## src/term_io_pkg.sv

```systemverilog
// package: constants and types for the terminal i/o controller
package term_io_pkg;
	localparam int CLK_HZ          = 25_000_000;
	localparam int KEY_SETTLE_NS   = 6000;
	localparam int KEY_SETTLE_CYC  =
		(KEY_SETTLE_NS * (CLK_HZ / 1_000_000) + 999) / 1000;
	localparam int DMA_WARN_NS     = 9000;
	localparam int DMA_WARN_CYC    = DMA_WARN_NS * (CLK_HZ / 1_000_000) / 1000;
	localparam int BUS_PHASE_CYC   = 2;
	localparam int KEY_ROWS        = 13;
	localparam int KEY_COLS        = 8;
	localparam int KEY_COUNT       = KEY_ROWS * KEY_COLS;
	localparam int DEBOUNCE_CNT    = 4;
	localparam int NVM_HALF_CYC    = 64;
	localparam logic [7:0] RST_ADDR_HI = 8'h00;

	typedef enum logic [1:0]
	{
		SP_IDLE  = 2'h0,
		SP_ADDR  = 2'h1,
		SP_DATA  = 2'h3,
		SP_END   = 2'h2
	} space_t;

	typedef struct packed
	{
		logic       valid;
		logic       write;
		space_t     space;
		logic [7:0] hi;
		logic [7:0] lo;
		logic [7:0] wdata;
	} bus_req_t;

	typedef struct packed
	{
		logic       cmd;
		logic       sda_out;
		logic       sda_oe;
		logic       scl;
	} serial_pins_t;
endpackage

```

## src/key_scanner.sv

```systemverilog
// key matrix walker with settle wait and per-key debounce
module key_scanner #(
	parameter int KEYS  = term_io_pkg::KEY_COUNT,
	parameter int WAIT  = term_io_pkg::KEY_SETTLE_CYC,
	parameter int DEB   = term_io_pkg::DEBOUNCE_CNT
)(
	// clock and reset
	input  wire logic                    mclk,
	input  wire logic                    rst_n,
	// scanner link
	output logic                         kbd_cmd,
	input  wire logic                    kbd_ret,
	// key events
	output logic                         key_event,
	output logic                         key_down,
	output logic [6:0]                   key_addr
);
	logic [6:0]          addr;
	logic [6:0]          next_addr;
	logic [15:0]         wait_cnt;
	logic [15:0]         next_wait_cnt;
	logic                cmd;
	logic                next_cmd;
	logic [KEYS-1:0]     state;
	logic [KEYS-1:0]     next_state;
	logic [2:0]          deb [KEYS];
	logic [2:0]          next_deb;
	logic                ev;
	logic                next_ev;
	logic [6:0]          ev_addr;
	logic [6:0]          next_ev_addr;

	always_comb
	begin
		next_addr     = addr;
		next_wait_cnt = wait_cnt;
		next_cmd      = 1'b0;
		next_state    = state;
		next_deb      = deb[addr];
		next_ev       = 1'b0;
		next_ev_addr  = ev_addr;
		if (wait_cnt != 16'h0000)
		begin
			next_wait_cnt = wait_cnt - 16'h0001;
		end
		else
		begin
			// sample after settle, then advance one key
			if (kbd_ret != state[addr])
			begin
				next_deb = deb[addr] + 3'h1;
				if (next_deb == 3'(DEB))
				begin
					next_state[addr] = kbd_ret;
					next_ev          = 1'b1;
					next_ev_addr     = addr;
					next_deb         = 3'h0;
				end
			end
			else
			begin
				next_deb = 3'h0;
			end
			next_addr     = (addr == 7'(KEYS - 1)) ? 7'h00 : addr + 7'h01;
			next_cmd      = 1'b1;
			next_wait_cnt = 16'(WAIT);
		end
	end

	always_ff @(posedge mclk or negedge rst_n)
	begin
		if (!rst_n)
		begin
			addr      <= 7'h00;
			wait_cnt  <= 16'h0000;
			cmd       <= 1'b0;
			state     <= '0;
			ev        <= 1'b0;
			ev_addr   <= 7'h00;
			for (int i = 0; i < KEYS; i++)
			begin
				deb[i] <= 3'h0;
			end
		end
		else
		begin
			addr      <= next_addr;
			wait_cnt  <= next_wait_cnt;
			cmd       <= next_cmd;
			state     <= next_state;
			ev        <= next_ev;
			ev_addr   <= next_ev_addr;
			deb[addr] <= next_deb;
		end
	end

	assign kbd_cmd   = cmd;
	assign key_event = ev;
	// report the key that changed, not the one the walker moved on to
	assign key_down  = state[ev_addr];
	assign key_addr  = ev_addr;

	AST_SETTLE: assert property (@(posedge mclk) disable iff (!rst_n)
		kbd_cmd |-> (wait_cnt == 16'(WAIT)))
		else $error("settle wait not loaded after advance");
endmodule

```

## src/terminal_io_controller.sv

```systemverilog
// terminal i/o controller: bus glue, port pins and dma lockout
module terminal_io_controller #(
	parameter int WARN_CYC = term_io_pkg::DMA_WARN_CYC
)(
	// clock and reset
	input  wire logic                 mclk,
	input  wire logic                 rst_n,
	// core side request
	input  wire term_io_pkg::bus_req_t req,
	output logic                      req_ready,
	output logic [7:0]                rdata,
	output logic                      rdata_valid,
	// multiplexed bus
	input  wire logic [7:0]           ad_in,
	output logic [7:0]                ad_out,
	output logic                      ad_oe,
	output logic [7:0]                addr_hi,
	output logic                      addr_latch_strobe,
	output logic                      program_store_select_n,
	output logic                      wr_strobe_n,
	output logic                      rd_strobe_n,
	// configuration
	input  wire logic                 wide_mode,
	input  wire logic                 dtr_req,
	output logic                      column_select,
	output logic                      aux_dtr_n,
	output logic                      aux_dsr,
	// interrupts and timer pin
	input  wire logic                 dma_warning_request,
	input  wire logic                 peripheral_irq,
	input  wire logic                 timer_zero_input,
	output logic                      external_irq_zero,
	output logic                      external_irq_one,
	output logic                      vsync_start,
	output logic                      dma_lockout,
	// aux and memory serial pins
	input  wire logic                 aux_dsr_n_pin,
	input  wire logic                 nvm_sda_in,
	input  wire logic                 nvm_sda_drive,
	input  wire logic                 nvm_scl_drive,
	output logic                      nvm_sda_out,
	output logic                      nvm_sda_oe,
	output logic                      nvm_scl,
	output logic                      nvm_sda_rd,
	// keyboard
	input  wire logic                 kbd_data,
	output logic                      kbd_command,
	output logic                      key_event,
	output logic                      key_down,
	output logic [6:0]                key_addr
);
	logic        rst_s1;
	logic        rst_s;
	logic [4:0]  s1;
	logic [4:0]  s2;
	logic        tz_prev;
	logic        next_tz_prev;

	// reset release through two flops
	always_ff @(posedge mclk or negedge rst_n)
	begin
		if (!rst_n)
		begin
			rst_s1 <= 1'b0;
			rst_s  <= 1'b0;
		end
		else
		begin
			rst_s1 <= 1'b1;
			rst_s  <= rst_s1;
		end
	end

	// pin synchronisers
	always_ff @(posedge mclk or negedge rst_s)
	begin
		if (!rst_s)
		begin
			// idle levels: dsr inactive high, memory data pulled up
			s1 <= 5'h03;
			s2 <= 5'h03;
		end
		else
		begin
			s1 <= {dma_warning_request, peripheral_irq, timer_zero_input,
				aux_dsr_n_pin, nvm_sda_in};
			s2 <= s1;
		end
	end

	// bus cycle sequencer
	term_io_pkg::space_t   ph;
	term_io_pkg::space_t   next_ph;
	term_io_pkg::bus_req_t cur;
	term_io_pkg::bus_req_t next_cur;
	logic [1:0]            pcnt;
	logic [1:0]            next_pcnt;
	logic [15:0]           warn;
	logic [15:0]           next_warn;
	logic                  lock;
	logic                  next_lock;

	function automatic logic shared_target(input logic [7:0] hi);
		// display ram, video ctrl and modem uart sit in data space
		shared_target = 1'b1;
	endfunction

	always_comb
	begin
		next_ph   = ph;
		next_cur  = cur;
		next_pcnt = pcnt;
		next_warn = warn;
		next_lock = lock;
		next_tz_prev = s2[2];
		// warning opens the lockout window until the request drops
		if (s2[4] && !lock)
		begin
			next_lock = 1'b1;
			next_warn = 16'(WARN_CYC);
		end
		else if (lock && !s2[4])
		begin
			next_lock = 1'b0;
		end
		if (warn != 16'h0000)
		begin
			next_warn = warn - 16'h0001;
		end
		unique case (ph)
			term_io_pkg::SP_IDLE:
			begin
				// data space blocked while dma pending, code fetch allowed
				if (req.valid && !(lock && req.space != term_io_pkg::SP_IDLE
					&& shared_target(req.hi)))
				begin
					next_cur  = req;
					next_ph   = term_io_pkg::SP_ADDR;
					next_pcnt = 2'(term_io_pkg::BUS_PHASE_CYC - 1);
				end
			end
			term_io_pkg::SP_ADDR:
			begin
				if (pcnt == 2'h0)
				begin
					next_ph   = term_io_pkg::SP_DATA;
					next_pcnt = 2'(term_io_pkg::BUS_PHASE_CYC - 1);
				end
				else
				begin
					next_pcnt = pcnt - 2'h1;
				end
			end
			term_io_pkg::SP_DATA:
			begin
				// an access already started finishes
				if (pcnt == 2'h0)
				begin
					next_ph = term_io_pkg::SP_END;
				end
				else
				begin
					next_pcnt = pcnt - 2'h1;
				end
			end
			term_io_pkg::SP_END:
			begin
				next_ph = term_io_pkg::SP_IDLE;
			end
		endcase
	end

	// space encoding in request: SP_IDLE selects program store
	logic       is_code;
	logic       in_addr;
	logic       in_data;
	logic [7:0] next_rdata;
	logic       next_rvalid;
	logic       next_ale;
	logic       next_program_store_select_n;
	logic       next_wr_n;
	logic       next_rd_n;
	logic [7:0] next_ad_out;
	logic       next_ad_oe;
	logic [7:0] next_addr_hi;

	always_comb
	begin
		is_code      = (next_cur.space == term_io_pkg::SP_IDLE);
		in_addr      = (next_ph == term_io_pkg::SP_ADDR);
		in_data      = (next_ph == term_io_pkg::SP_DATA);
		next_ale     = in_addr;
		next_ad_out  = in_addr ? next_cur.lo : next_cur.wdata;
		next_ad_oe   = in_addr || (in_data && next_cur.write && !is_code);
		next_addr_hi = (in_addr || in_data) ? next_cur.hi : addr_hi;
		next_program_store_select_n  = !(in_data && is_code);
		next_wr_n    = !(in_data && !is_code && next_cur.write);
		next_rd_n    = !(in_data && !is_code && !next_cur.write);
		next_rvalid  = (ph == term_io_pkg::SP_DATA) && (pcnt == 2'h0)
			&& !cur.write;
		next_rdata   = next_rvalid ? ad_in : rdata;
	end

	always_ff @(posedge mclk or negedge rst_s)
	begin
		if (!rst_s)
		begin
			ph                     <= term_io_pkg::SP_IDLE;
			cur                    <= '0;
			pcnt                   <= 2'h0;
			warn                   <= 16'h0000;
			lock                   <= 1'b0;
			tz_prev                <= 1'b0;
			addr_latch_strobe      <= 1'b0;
			ad_out                 <= 8'h00;
			ad_oe                  <= 1'b0;
			addr_hi                <= term_io_pkg::RST_ADDR_HI;
			program_store_select_n <= 1'b1;
			wr_strobe_n            <= 1'b1;
			rd_strobe_n            <= 1'b1;
			rdata                  <= 8'h00;
			rdata_valid            <= 1'b0;
			req_ready              <= 1'b0;
		end
		else
		begin
			ph                     <= next_ph;
			cur                    <= next_cur;
			pcnt                   <= next_pcnt;
			warn                   <= next_warn;
			lock                   <= next_lock;
			tz_prev                <= next_tz_prev;
			addr_latch_strobe      <= next_ale;
			ad_out                 <= next_ad_out;
			ad_oe                  <= next_ad_oe;
			addr_hi                <= next_addr_hi;
			program_store_select_n <= next_program_store_select_n;
			wr_strobe_n            <= next_wr_n;
			rd_strobe_n            <= next_rd_n;
			rdata                  <= next_rdata;
			rdata_valid            <= next_rvalid;
			req_ready              <= (next_ph == term_io_pkg::SP_IDLE);
		end
	end

	// port pins
	always_ff @(posedge mclk or negedge rst_s)
	begin
		if (!rst_s)
		begin
			column_select     <= 1'b0;
			aux_dtr_n         <= 1'b1;
			aux_dsr           <= 1'b0;
			external_irq_zero <= 1'b0;
			external_irq_one  <= 1'b0;
			vsync_start       <= 1'b0;
			dma_lockout       <= 1'b0;
			nvm_sda_out       <= 1'b0;
			nvm_sda_oe        <= 1'b0;
			nvm_scl           <= 1'b1;
			nvm_sda_rd        <= 1'b1;
		end
		else
		begin
			column_select     <= wide_mode;
			aux_dtr_n         <= !dtr_req;
			aux_dsr           <= !s2[1];
			external_irq_zero <= s2[4];
			external_irq_one  <= s2[3];
			vsync_start       <= s2[2] && !tz_prev;
			dma_lockout       <= next_lock;
			// open drain data: drive low only
			nvm_sda_out       <= 1'b0;
			nvm_sda_oe        <= !nvm_sda_drive;
			nvm_scl           <= nvm_scl_drive;
			nvm_sda_rd        <= s2[0];
		end
	end

	logic ks_cmd;
	logic ks_ev;
	logic ks_down;
	logic [6:0] ks_addr;
	logic kbd_s1;
	logic kbd_s2;

	always_ff @(posedge mclk or negedge rst_s)
	begin
		if (!rst_s)
		begin
			kbd_s1      <= 1'b0;
			kbd_s2      <= 1'b0;
			kbd_command <= 1'b0;
			key_event   <= 1'b0;
			key_down    <= 1'b0;
			key_addr    <= 7'h00;
		end
		else
		begin
			kbd_s1      <= kbd_data;
			kbd_s2      <= kbd_s1;
			kbd_command <= ks_cmd;
			key_event   <= ks_ev;
			key_down    <= ks_down;
			key_addr    <= ks_addr;
		end
	end

	key_scanner u_keys (
		.mclk      (mclk),
		.rst_n     (rst_s),
		.kbd_cmd   (ks_cmd),
		.kbd_ret   (kbd_s2),
		.key_event (ks_ev),
		.key_down  (ks_down),
		.key_addr  (ks_addr)
	);

	AST_NO_DATA_START_IN_LOCK: assert property (@(posedge mclk)
		disable iff (!rst_s)
		(lock && ph == term_io_pkg::SP_IDLE) |=>
		!(ph == term_io_pkg::SP_ADDR && cur.space != term_io_pkg::SP_IDLE))
		else $error("data access started during dma lockout");
	AST_ALE_LOW_ADDR: assert property (@(posedge mclk) disable iff (!rst_s)
		addr_latch_strobe |-> ad_oe && ad_out == cur.lo)
		else $error("latch strobe without low address on bus");
	AST_PROGRAM_STORE_SELECT_EXCL: assert property (@(posedge mclk) disable iff (!rst_s)
		!program_store_select_n |-> rd_strobe_n && wr_strobe_n)
		else $error("program fetch overlapped io strobe");
	AST_STROBE_EXCL: assert property (@(posedge mclk) disable iff (!rst_s)
		!(~wr_strobe_n && ~rd_strobe_n))
		else $error("read and write strobes together");
	AST_HI_STABLE: assert property (@(posedge mclk) disable iff (!rst_s)
		addr_latch_strobe |=> addr_hi == $past(addr_hi))
		else $error("upper address moved during access");
	AST_IRQ0_FOLLOW: assert property (@(posedge mclk) disable iff (!rst_s)
		$rose(s2[4]) |=> external_irq_zero ##1 dma_lockout)
		else $error("warning not passed to irq zero and lockout");
	AST_COLUMN: assert property (@(posedge mclk) disable iff (!rst_s)
		##1 column_select == $past(wide_mode))
		else $error("column select does not follow mode");
	AST_IRQ1: assert property (@(posedge mclk) disable iff (!rst_s)
		external_irq_one == $past(s2[3]))
		else $error("irq one does not follow uart request");
endmodule

```

## config.mk

```make
export PLATFORM = sky130hd
export DESIGN_NAME = terminal_io_controller
export DESIGN_NICKNAME = d
export VERILOG_FILES = /design/src/term_io_pkg.sv /design/src/key_scanner.sv /design/src/terminal_io_controller.sv
export SDC_FILE = /design/constraint.sdc
export NUM_CORES = 1
export LEC_CHECK = 0
export ABC_AREA = 1
export BUFFER_PORTS_ARGS = -buffer_cell sky130_fd_sc_hd__buf_2
export CAP_MARGIN = 20
export CORE_MARGIN = 2
export CORE_UTILIZATION = 34
export CTS_CLUSTER_SIZE = 40
export DETAILED_ROUTE_END_ITERATION = 16
export SETUP_SLACK_MARGIN = 0.05
export SLEW_MARGIN = 10
export SYNTH_ARGS = -nofsm -noshare
export SYNTH_HDL_FRONTEND = slang
export SYNTH_SLANG_ARGS = --single-unit
```

## constraint.sdc

```tcl
create_clock -name mclk -period 19.9 [get_ports mclk]
set_input_delay 1.99 -clock mclk [delete_from_list [all_inputs] [get_ports mclk]]
set_output_delay 1.99 -clock mclk [all_outputs]
set_load 0.03 [all_outputs]
```

[Yosys cells after proc, flatten, opt, wreduce, memory -nomap -nowiden]
Index checks and enable logic that the tools add are counted.
Operators by class
  add/sub/neg operators: 4
  multiply operators: 0
  divide/modulo/power cells: 0
  order comparisons: 5
  equality and inequality tests: 10
  shifts and indexed selects: 0
  multiplexer cells: 35
  bitwise operators: 2
  reduce and logical (&&, ||, !) cells: 40
Operators by type and width (count)
  bitwise mux 312 bit: 1
  bitwise mux 104 bit: 1
  2-to-1 mux 27 bit: 2
  binary-select mux 3 bit (select 7 bit): 1
  demux 3 bit (select 7 bit): 1
  2-to-1 mux 3 bit: 6
  less-than comparator 7 x 8 -> 1 bit, second input constant: 2
  2-to-1 mux 16 bit: 1
  nonzero test 16 bit: 1
  subtractor 16 x 1 -> 16 bit, second input constant: 1
  logical AND 1 bit: 15
  binary-select mux 1 bit (select 7 bit): 2
  zero test 1 bit: 13
  2-to-1 mux 2 bit: 6
  2-to-1 mux 1 bit: 9
  >= comparator 8 bit, second input constant: 1
  zero test 2 bit: 4
  less-than comparator 8 x 1 -> 1 bit, second input constant: 1
  2-to-1 mux 8 bit: 1
  inverter 7 -> 8 bit: 1
  one-hot mux 2 bit (4 select lines): 1
  adder 7 x 1 -> 7 bit, second input constant: 1
  demux 1 bit (select 7 bit): 1
  equality test 7 bit, second input constant: 1
  other kinds (15): 22
Word-level totals
  register bits: 545
  bits in latches: 0
  RAM bits: 0
  bits in read-only memories: 0
  input port bits: 48
  output and inout port bits: 52
  word-level logic and storage cells: 244
  memories kept: 0

[Depth between registers and ports, before layout]
Gate-level depths: netlist of run 1.
  depth in word-level cells: 11
  mapped depth: 24
  depth with buffers taken out: 20

[By module]
Synthesis of run 1 repeated with hierarchy kept, for this count alone.
Unflattened totals
  cell total of the unflattened synthesis: 3768
  area total of the unflattened synthesis: 27142.3 um^2
By module, submodules not included
  key_scanner: times used 1, cells each 3451, area an instance 23704.0 um^2, seq. area each 11210.8 um^2
  terminal_io_controller: times used 1, cells each 317, area an instance 3438.3 um^2, seq. area each 2439.8 um^2

[Least setup slack after synthesis of run 1]
No wires, ideal clock.
  path type: in2reg
  from: input req[24] in the netlist's numbering
  to: register ad_out[6]
  library setup time: 0.082 ns
  data arrival time: 3.434 ns
  required time: 19.818 ns
  setup slack: 16.384 ns
  cell stages on the path: 11
  path buffers: 2
  cell sequence: nor2_1 nor2_1 nor2_1 nand3_1 clkbuf_1 nand2_1 inv_1 nor2_1 clkbuf_1 nor2_1 a31oi_1
Between the ends
  word-level cells in the longest chain between the ends: 8
  elaborated cells between the ends (all ways): 10
  those cells by class: eq/ne (1); mux (5); reduce/logical (4)
RTL lines
  start, declared: RTL line terminal_io_controller.sv:9  | input wire term_io_pkg::bus_req_t req,
  nonzero test 2 bit: RTL line terminal_io_controller.sv:134  | if (req.valid && !(lock && req.space != term_io_pkg::SP_IDLE
  logical AND 1 bit: RTL line terminal_io_controller.sv:134
  zero test 1 bit: RTL line terminal_io_controller.sv:134
  logical AND 1 bit: RTL line terminal_io_controller.sv:134
  2-to-1 mux 2 bit: RTL line terminal_io_controller.sv:134
  one-hot mux 2 bit (4 select lines): RTL line terminal_io_controller.sv:130  | unique case (ph)
  equality test 2 x 1 -> 1 bit: RTL line terminal_io_controller.sv:190  | in_addr = (next_ph == term_io_pkg::SP_ADDR);
  net in_addr: RTL line terminal_io_controller.sv:175  | logic in_addr;
  2-to-1 mux 8 bit: RTL line terminal_io_controller.sv:193  | next_ad_out = in_addr ? next_cur.lo : next_cur.wdata;
  net next_ad_out[6]: RTL line terminal_io_controller.sv:183  | logic [7:0] next_ad_out;
  end signal, assigned: RTL line terminal_io_controller.sv:234  | ad_out <= next_ad_out;
  end, declared: RTL line terminal_io_controller.sv:15  | output logic [7:0] ad_out,
The timed path passes the listed nets, and every way through them passes these cells.
A chain may end at the register's enable or synchronous reset.

[Final worst setup path of run 1]
  from: register u_keys.addr[0]
  to: register u_keys.state[91]
Between the ends
  word-level cells in the longest chain between the ends: 7
  elaborated cells between the ends (all ways): 16
  those cells by class: add/sub (1); order compare (2); eq/ne (2); mux (8); bitwise (1); reduce/logical (2)
RTL lines
  start, declared: RTL line key_scanner.sv:18  | logic [6:0] addr;
  start signal, assigned: RTL line key_scanner.sv:87  | addr <= next_addr;
  inverter 7 -> 8 bit (implied by the code): RTL line key_scanner.sv:51  | next_deb = deb[addr] + 3'h1;
  binary-select mux 3 bit (select 7 bit): RTL line key_scanner.sv:51
  2-to-1 mux 3 bit (implied by the code) (2 in series): RTL line key_scanner.sv:51
  adder 3 x 1 -> 3 bit: RTL line key_scanner.sv:51
  equality test 3 bit: RTL line key_scanner.sv:52  | if (next_deb == 3'(DEB))
  AND reduction 3 bit (no source line)
  end signal, assigned: RTL line key_scanner.sv:90  | state <= next_state;
  end, declared: RTL line key_scanner.sv:24  | logic [KEYS-1:0] state;
Parallel ways exist; a longest one is shown, timed or not. The select of a mux whose other input is x is not followed.

==> impl_metrics.env, run 1 <==
export IMPL_cts_resized_gates=0
export IMPL_start_util_pct=34.2
export IMPL_syn_nets=3836
export IMPL_rsz0062_at_grt="false"
export IMPL_yosysWarnings=0
export IMPL_outcome="completed"
export IMPL_worstSetupPathType="reg -> reg"
export IMPL_vias=24500
export IMPL_syn2layout_area_growth_pct=13.5
export IMPL_min_period_ps=7110
export IMPL_firstDrtPassIters=6
export IMPL_grt_pass1_wl_microns=138000
export IMPL_htreeDepth=2
export IMPL_arrival_ps=7650
export IMPL_drt_first_iter_violations=2496
export IMPL_ctsLongestPathBuffers=3
export IMPL_p_clk_share_pct=45.2
export IMPL_wl_per_cell_microns=18.0
export IMPL_async_flop_share_pct=100
export IMPL_final_cell_mix="1,828 x nand2_1, 530 x dfrtp_1, 345 x inv_1"
export IMPL_fin_nets=3878
export IMPL_worst_setup_path_start_kind="flop"
export IMPL_drv_slew=0
export IMPL_cts_tree="yes"
export IMPL_routed_wirelength_microns=88800
export IMPL_final_common_cell="nand2_1"
export IMPL_synthCells=3781
export IMPL_reg2reg_slack_ps=12790
export IMPL_grt_overflow_total=0
export IMPL_switching_power_uw=713
export IMPL_cp_end_kind="flop"
export IMPL_avgSynthCellArea_sq_um=7.14
export IMPL_grt_usage_pct=21.7
export IMPL_ys_seq_area_share_pct=50.5
export IMPL_min_path_type="reg -> reg"
export IMPL_crit_chain="inv_4, buf_4, buf_4, nor2_4, buf_4, a22oi_1, nand2_1, o21ai_0, nand2_1, o21ai_0, nand4_1, ha_1, nand2_1, nand3_2, nor2_4, buf_4, buf_4, nand2_1, nand2_1, nand2_1"
export IMPL_whs_ps=346
export IMPL_crit_path_max_incr_delay_ps=870
export IMPL_r2r_start="u_keys.addr[0]"
export IMPL_drive_gt1_share_pct=7.41
export IMPL_peakVddDrop_mv=0.0973
export IMPL_timing_critical_path_buf_inv=6
export IMPL_ys_ff_latch=545
export IMPL_swShare_pct=26.6
export IMPL_critical_path_startpoint="u_keys.addr[0]"
export IMPL_core_sq_um=78900
export IMPL_cts_root_buf="clkbuf_16"
export IMPL_cp_top_family="buffers and inverters"
export IMPL_synth_edff_count=0
export IMPL_clock_sinks=545
export IMPL_max_slew_margin_rel_pct=15.5
export IMPL_synth_distinct_cells=43
export IMPL_skew_ps=20.0
export IMPL_period_share_pct=35.7
export IMPL_num_antenna_cells=0
export IMPL_ys_flop_type="dfrtp_1"
export IMPL_worst_slack_ps=12790
export IMPL_nFillCells=8203
export IMPL_cts_made_buffers=60
export IMPL_die_w_microns=286
export IMPL_pin_count=100
export IMPL_post_place_ws_ps=12990
export IMPL_row_count=103
export IMPL_via_per_inst=4.97
export IMPL_syn_area_sq_um=27000
export IMPL_setup_viol=0
export IMPL_cp_required_ps=20440
export IMPL_gp_congestion=0.906
export IMPL_clk_pin_slew_ps=60
export IMPL_die_h_microns=286
export IMPL_maxCapViolations=0
export IMPL_clk_latency_ps=650
export IMPL_grt_pass1_vias=22900
export IMPL_p_per_area_nw_per_um2=87.5
export IMPL_worstHoldStart="s2[3]"
export IMPL_slowest_stage="buf_4"
export IMPL_post_cts_buffers=0
export IMPL_route_detailed_drc=0
export IMPL_crit_top_cell="nand2_1"
export IMPL_seq_power_share_pct=44.8
export IMPL_die_area_sq_um=81700
export IMPL_p_int_uw=1970
export IMPL_p_leak_uw=0.0159
export IMPL_hold_viol_final=0
export IMPL_cts_hold_buffers=0
export IMPL_path_max_fanout=90
export IMPL_grt_antenna_before_repair=1
export IMPL_tightest_slew_ps=1270
export IMPL_fin_setup_tns_ps=0
export IMPL_hpwl_microns=56100
export IMPL_fmax_mhz=141
export IMPL_grt_max_degree=105
export IMPL_io_buffers=98
export IMPL_pwr_share_comb_pct=9.9
export IMPL_ant_nets=0
==> final timing paths <==
| kind | end | depth (start not counted) |
|---|---|---|
| min | external_irq_one | 0 |
| max | u_keys.state[91] | 20 |
| min in group asynchronous | u_keys.state[10] | 0 |
| min reg2reg | external_irq_one | 0 |
| max reg2reg | u_keys.state[91] | 20 |
| max in group asynchronous | u_keys.deb[65] | 4 |
==> cells by family after synthesis <==
group | Yosys count | synth area share [%]
AND/OR/NAND/NOR | 2425 | 35.4
flip-flops | 545 | 50.5
buffers and inverters | 513 | 7.75
AO/OA/AOI/OAI | 278 | 5.61
XOR/XNOR | 9 | 0.292
adder cells (fa/ha/maj) | 7 | 0.324
other | 2 | 0.0278
multiplexers | 2 | 0.0741
==> sequential cells by signal, summed over array words and instances (netlist names), 8 cells and up <==
signal,flops
ad_out,8
addr_hi,8
cur,27
rdata,8
u_keys.deb,312
u_keys.state,104
u_keys.wait_cnt,16
==> power groups by stage <==
stage	clock [uW]	sequential [uW]	combinational, uW
2_1_floorplan	0	1300	111
3_3_place_gp	0	1220	266
3_5_place_dp	0	1220	268
4_1_cts	1240	1200	269
5_1_grt	1280	1210	300
6_report	1210	1200	267
==> synthesized netlist by cell type (2+ instances only) <==
cell,n,area [sq um]
a21oi_1,76,380
dfstp_2,10,263
nand4_1,27,169
or2_0,4,25.0
o22ai_1,3,18.8
clkbuf_1,68,255
mux2i_1,2,20.0
nor4_1,5,31.3
buf_1,5,18.8
o21ai_0,134,671
a31oi_1,16,100
ha_1,7,87.6
buf_4,24,180
buf_2,63,315
xnor2_1,3,26.3
nand3_1,220,1100
or2_2,8,50.1
a22oi_1,15,113
dfrtp_1,535,13400
inv_1,346,1300
inv_2,5,18.8
o211ai_1,6,45.0
nor3_1,6,30.0
or2_1,4,25.0
conb_1,2,7.51
nand2_1,1830,6870
nand3b_1,6,45.0
o21a_1,2,15.0
nor2_1,307,1150
o21ai_1,15,75.1
xor2_1,6,52.6
nor2_2,6,37.5
o221ai_1,4,35.0
clkinv_1,2,7.51
==> area by class of cell <==
class,count,area (sq um),share of cell area (%)
sequential,545,13700,44.6
timing repair buffer,140,871,2.84
tap,1050,1310,4.28
clock buffer,83,1700,5.54
inverter,353,1330,4.33
clock inverter,31,459,1.50
multi-input combinational,2723,11300,36.9
==> metrics by stage <==
| stage | util [%] | instances | area [sq um] | total power, uW |
|---|---|---|---|---|
| finish | 38.9 | 4925 | 30700 | 2680 |
| floorplan | - | 3781 | 27000 | 1410 |
| detailed placement | 36.1 | 4808 | 28500 | 1490 |
| CTS | 38.8 | 4922 | 30600 | 2710 |
| global route | 38.9 | 4925 | 30700 | 2790 |
| global placement | 36.0 | 4805 | 28400 | 1490 |
==> routing by layer <==
metal  GRT usage [%]  share of wire, %  vias to the layer above
met2            34.3                45                      925
met5               0            0.0090                        -
met4            8.10               3.7                        2
met3            3.73               7.7                      186
li1                -                 -                    11700
met1            29.8                44                    11600
No activity file was read; power rests on OpenSTA's default activity.
==> run 2, diff against run 1 <==
==> constraint.sdc (replaced) <==
create_clock -name mclk -period 6.7 [get_ports mclk]
set_input_delay 0.67 -clock mclk [delete_from_list [all_inputs] [get_ports mclk]]
set_output_delay 0.67 -clock mclk [all_outputs]
set_load 0.03 [all_outputs]
==> impl_metrics.env, run 2 (synthesis results as in run 1) <==
export IMPL_outcome="completed"
export IMPL_max_slew_margin_rel_pct=17.1
export IMPL_reg2reg_slack_ps=1800
export IMPL_regToRegEndpoint="u_keys.deb[224]"
export IMPL_grt_antenna_before_repair=1
export IMPL_clk_latency_ps=650
export IMPL_hpwl_microns=55500
export IMPL_tightest_slew_ps=1240
export IMPL_drive_gt1_share_pct=7.49
export IMPL_fin_setup_tns_ps=0
export IMPL_power_uw=7860
export IMPL_reg_top3="u_keys.deb x312, u_keys.state x104, cur x27"
export IMPL_worst_setup_path_start_kind="flop"
export IMPL_cts_made_buffers=58
export IMPL_peakVddDrop_mv=0.289
export IMPL_cp_required_ps=7270
export IMPL_largest_register="u_keys.deb"
export IMPL_grt_overflow_total=0
export IMPL_syn2layout_area_growth_pct=13.4
export IMPL_largest_register_ffs=312
export IMPL_die_h_microns=286
export IMPL_path_max_fanout=44
export IMPL_fin_nets=3879
export IMPL_rsz0062_at_grt="false"
export IMPL_cp_end_kind="flop"
export IMPL_setup_viol=0
export IMPL_cts_root_buf="clkbuf_16"
export IMPL_p_per_area_nw_per_um2=257
export IMPL_ant_nets=0
export IMPL_firstDrtPassIters=6
export IMPL_grt_usage_pct=21.7
export IMPL_via_per_inst=4.98
export IMPL_period_share_pct=73.2
export IMPL_arrival_ps=5470
export IMPL_grt_max_degree=140
export IMPL_clk_pin_slew_ps=60
export IMPL_final_cell_mix="1,828 x nand2_1, 530 x dfrtp_1, 345 x inv_1"
export IMPL_fmax_mhz=204
export IMPL_routed_wirelength_microns=88600
export IMPL_p_leak_uw=0.0158
export IMPL_row_count=103
export IMPL_drv_slew=0
export IMPL_htreeDepth=2
export IMPL_final_common_cell="nand2_1"
export IMPL_io_buffers=98
export IMPL_stdcell_count=4922
export IMPL_worstSetupPathType="reg -> reg"
export IMPL_skew_ps=26.4
export IMPL_crit_top_cell="nand2_1"
export IMPL_slowest_stage="o21ai_4"
export IMPL_start_util_pct=34.2
export IMPL_endpoint="u_keys.deb[224]"
export IMPL_cts_resized_gates=0
export IMPL_core_sq_um=78900
export IMPL_route_detailed_drc=0
export IMPL_wl_per_cell_microns=18.0
export IMPL_hold_viol_final=0
export IMPL_critical_path_startpoint="u_keys.addr[1]"
export IMPL_worst_r2r_path_depth=21
export IMPL_post_cts_buffers=0
export IMPL_drt_first_iter_violations=2384
export IMPL_crit_path_max_incr_delay_ps=750
export IMPL_maxCapViolations=0
export IMPL_clock_sinks=545
export IMPL_dp_cells=4812
export IMPL_whs_ps=118
export IMPL_pin_count=100
export IMPL_crit_chain="inv_2, buf_4, nor2_2, buf_4, o21ai_0, o21ai_0, nor2_1, nor2_1, nor2_1, nand2_1, nand2_1, nand3_1, or2_1, ha_1, inv_1, nand3_1, nand3b_1, o21ai_4, buf_12, nand2_1, nand2_1"
export IMPL_r2r_start="u_keys.addr[1]"
export IMPL_die_area_sq_um=81700
export IMPL_ctsLongestPathBuffers=3
export IMPL_gp_congestion=0.903
export IMPL_min_period_ps=4900
export IMPL_grt_pass1_wl_microns=138000
export IMPL_die_w_microns=286
export IMPL_grt_pass1_vias=23300
export IMPL_min_path_type="in -> reg"
export IMPL_fin_area_sq_um=30600
export IMPL_vias=24500
export IMPL_num_antenna_cells=0
export IMPL_placed_area_sq_um=28500
export IMPL_cts_tree="yes"
-- run 2: cell count changes in the layout (fill, tap and decap cells not counted), sizes merged --
cell / before / now
clkinvlp: 5 / 8
dlygate4sd3: 0 / 1
clkbuf: 83 / 78
buf: 140 / 142
clkinv: 17 / 15
bufinv: 9 / 7
-- run 2: layer usage --
layer  vias to the layer above  share of wire [%]  global-route usage [%]  routed length, microns
met5                         -                  0                       0                       0
met4                         0                4.4                    9.35                    3890
met3                       198                7.3                    3.05                    6450
met2                       920                 45                    34.0                   39700
met1                     11700                 43                    30.1                   38500
li1                      11700                  -                       -                       -
-- run 2: cell type report --
| type | instances | area [sq um] |
|---|---|---|
| clock buffers | 78 | 1680 |
| multi-input cells | 2723 | 11300 |
| flip-flops and latches | 545 | 13700 |
| repair buffers | 143 | 942 |
| inverters | 353 | 1330 |
| fillers | 8270 | 48200 |
| clock inverters | 30 | 394 |
| well taps | 1050 | 1310 |
-- run 2: power breakdown --
group	switching [uW]	total (uW)	internal (uW)
sequential	79.2	3570	3490
combinational	569	795	226
clock	1460	3500	2040
total	2110	7860	5750
-- run 2: worst min-delay path by stage --
| stage | start | endpoint | depth (start not counted) |
|---|---|---|---|
| 6_report | aux_dsr_n_pin | s1[1] | 1 |
| 5_1_grt | nvm_scl_drive | nvm_scl | 1 |
| 4_1_cts | aux_dsr_n_pin | s1[1] | 1 |
| 3_5_place_dp | s1[4] | s2[4] | 0 |
| 3_3_place_gp | s1[3] | s2[3] | 0 |
| 2_1_floorplan | s2[3] | external_irq_one | 0 |
-- run 2: critical path, delay by kind of cell, from the launching register on --
| kind | cells | cell delay (ps) |
|---|---|---|
| simple gates | 12 | 1380 |
| buf+inv | 5 | 1360 |
| compound gates | 3 | 1110 |
| flops | 1 | 690 |
| fa+ha+maj | 1 | 180 |
-- run 2: repair_timing --
item | CTS | global route
hold buffers | 1 | 0
endpoints found under the setup margin | 0 | 0
endpoints found under the hold margin | 2 | 0
-- run 2: through the flow --
step	util, %	worst slack [ps]
final	38.8	1800
after floorplan	-	1410
after global placement	36.1	1970
after detailed placement	36.2	2000
after global routing	38.8	1620
after CTS	38.8	1980
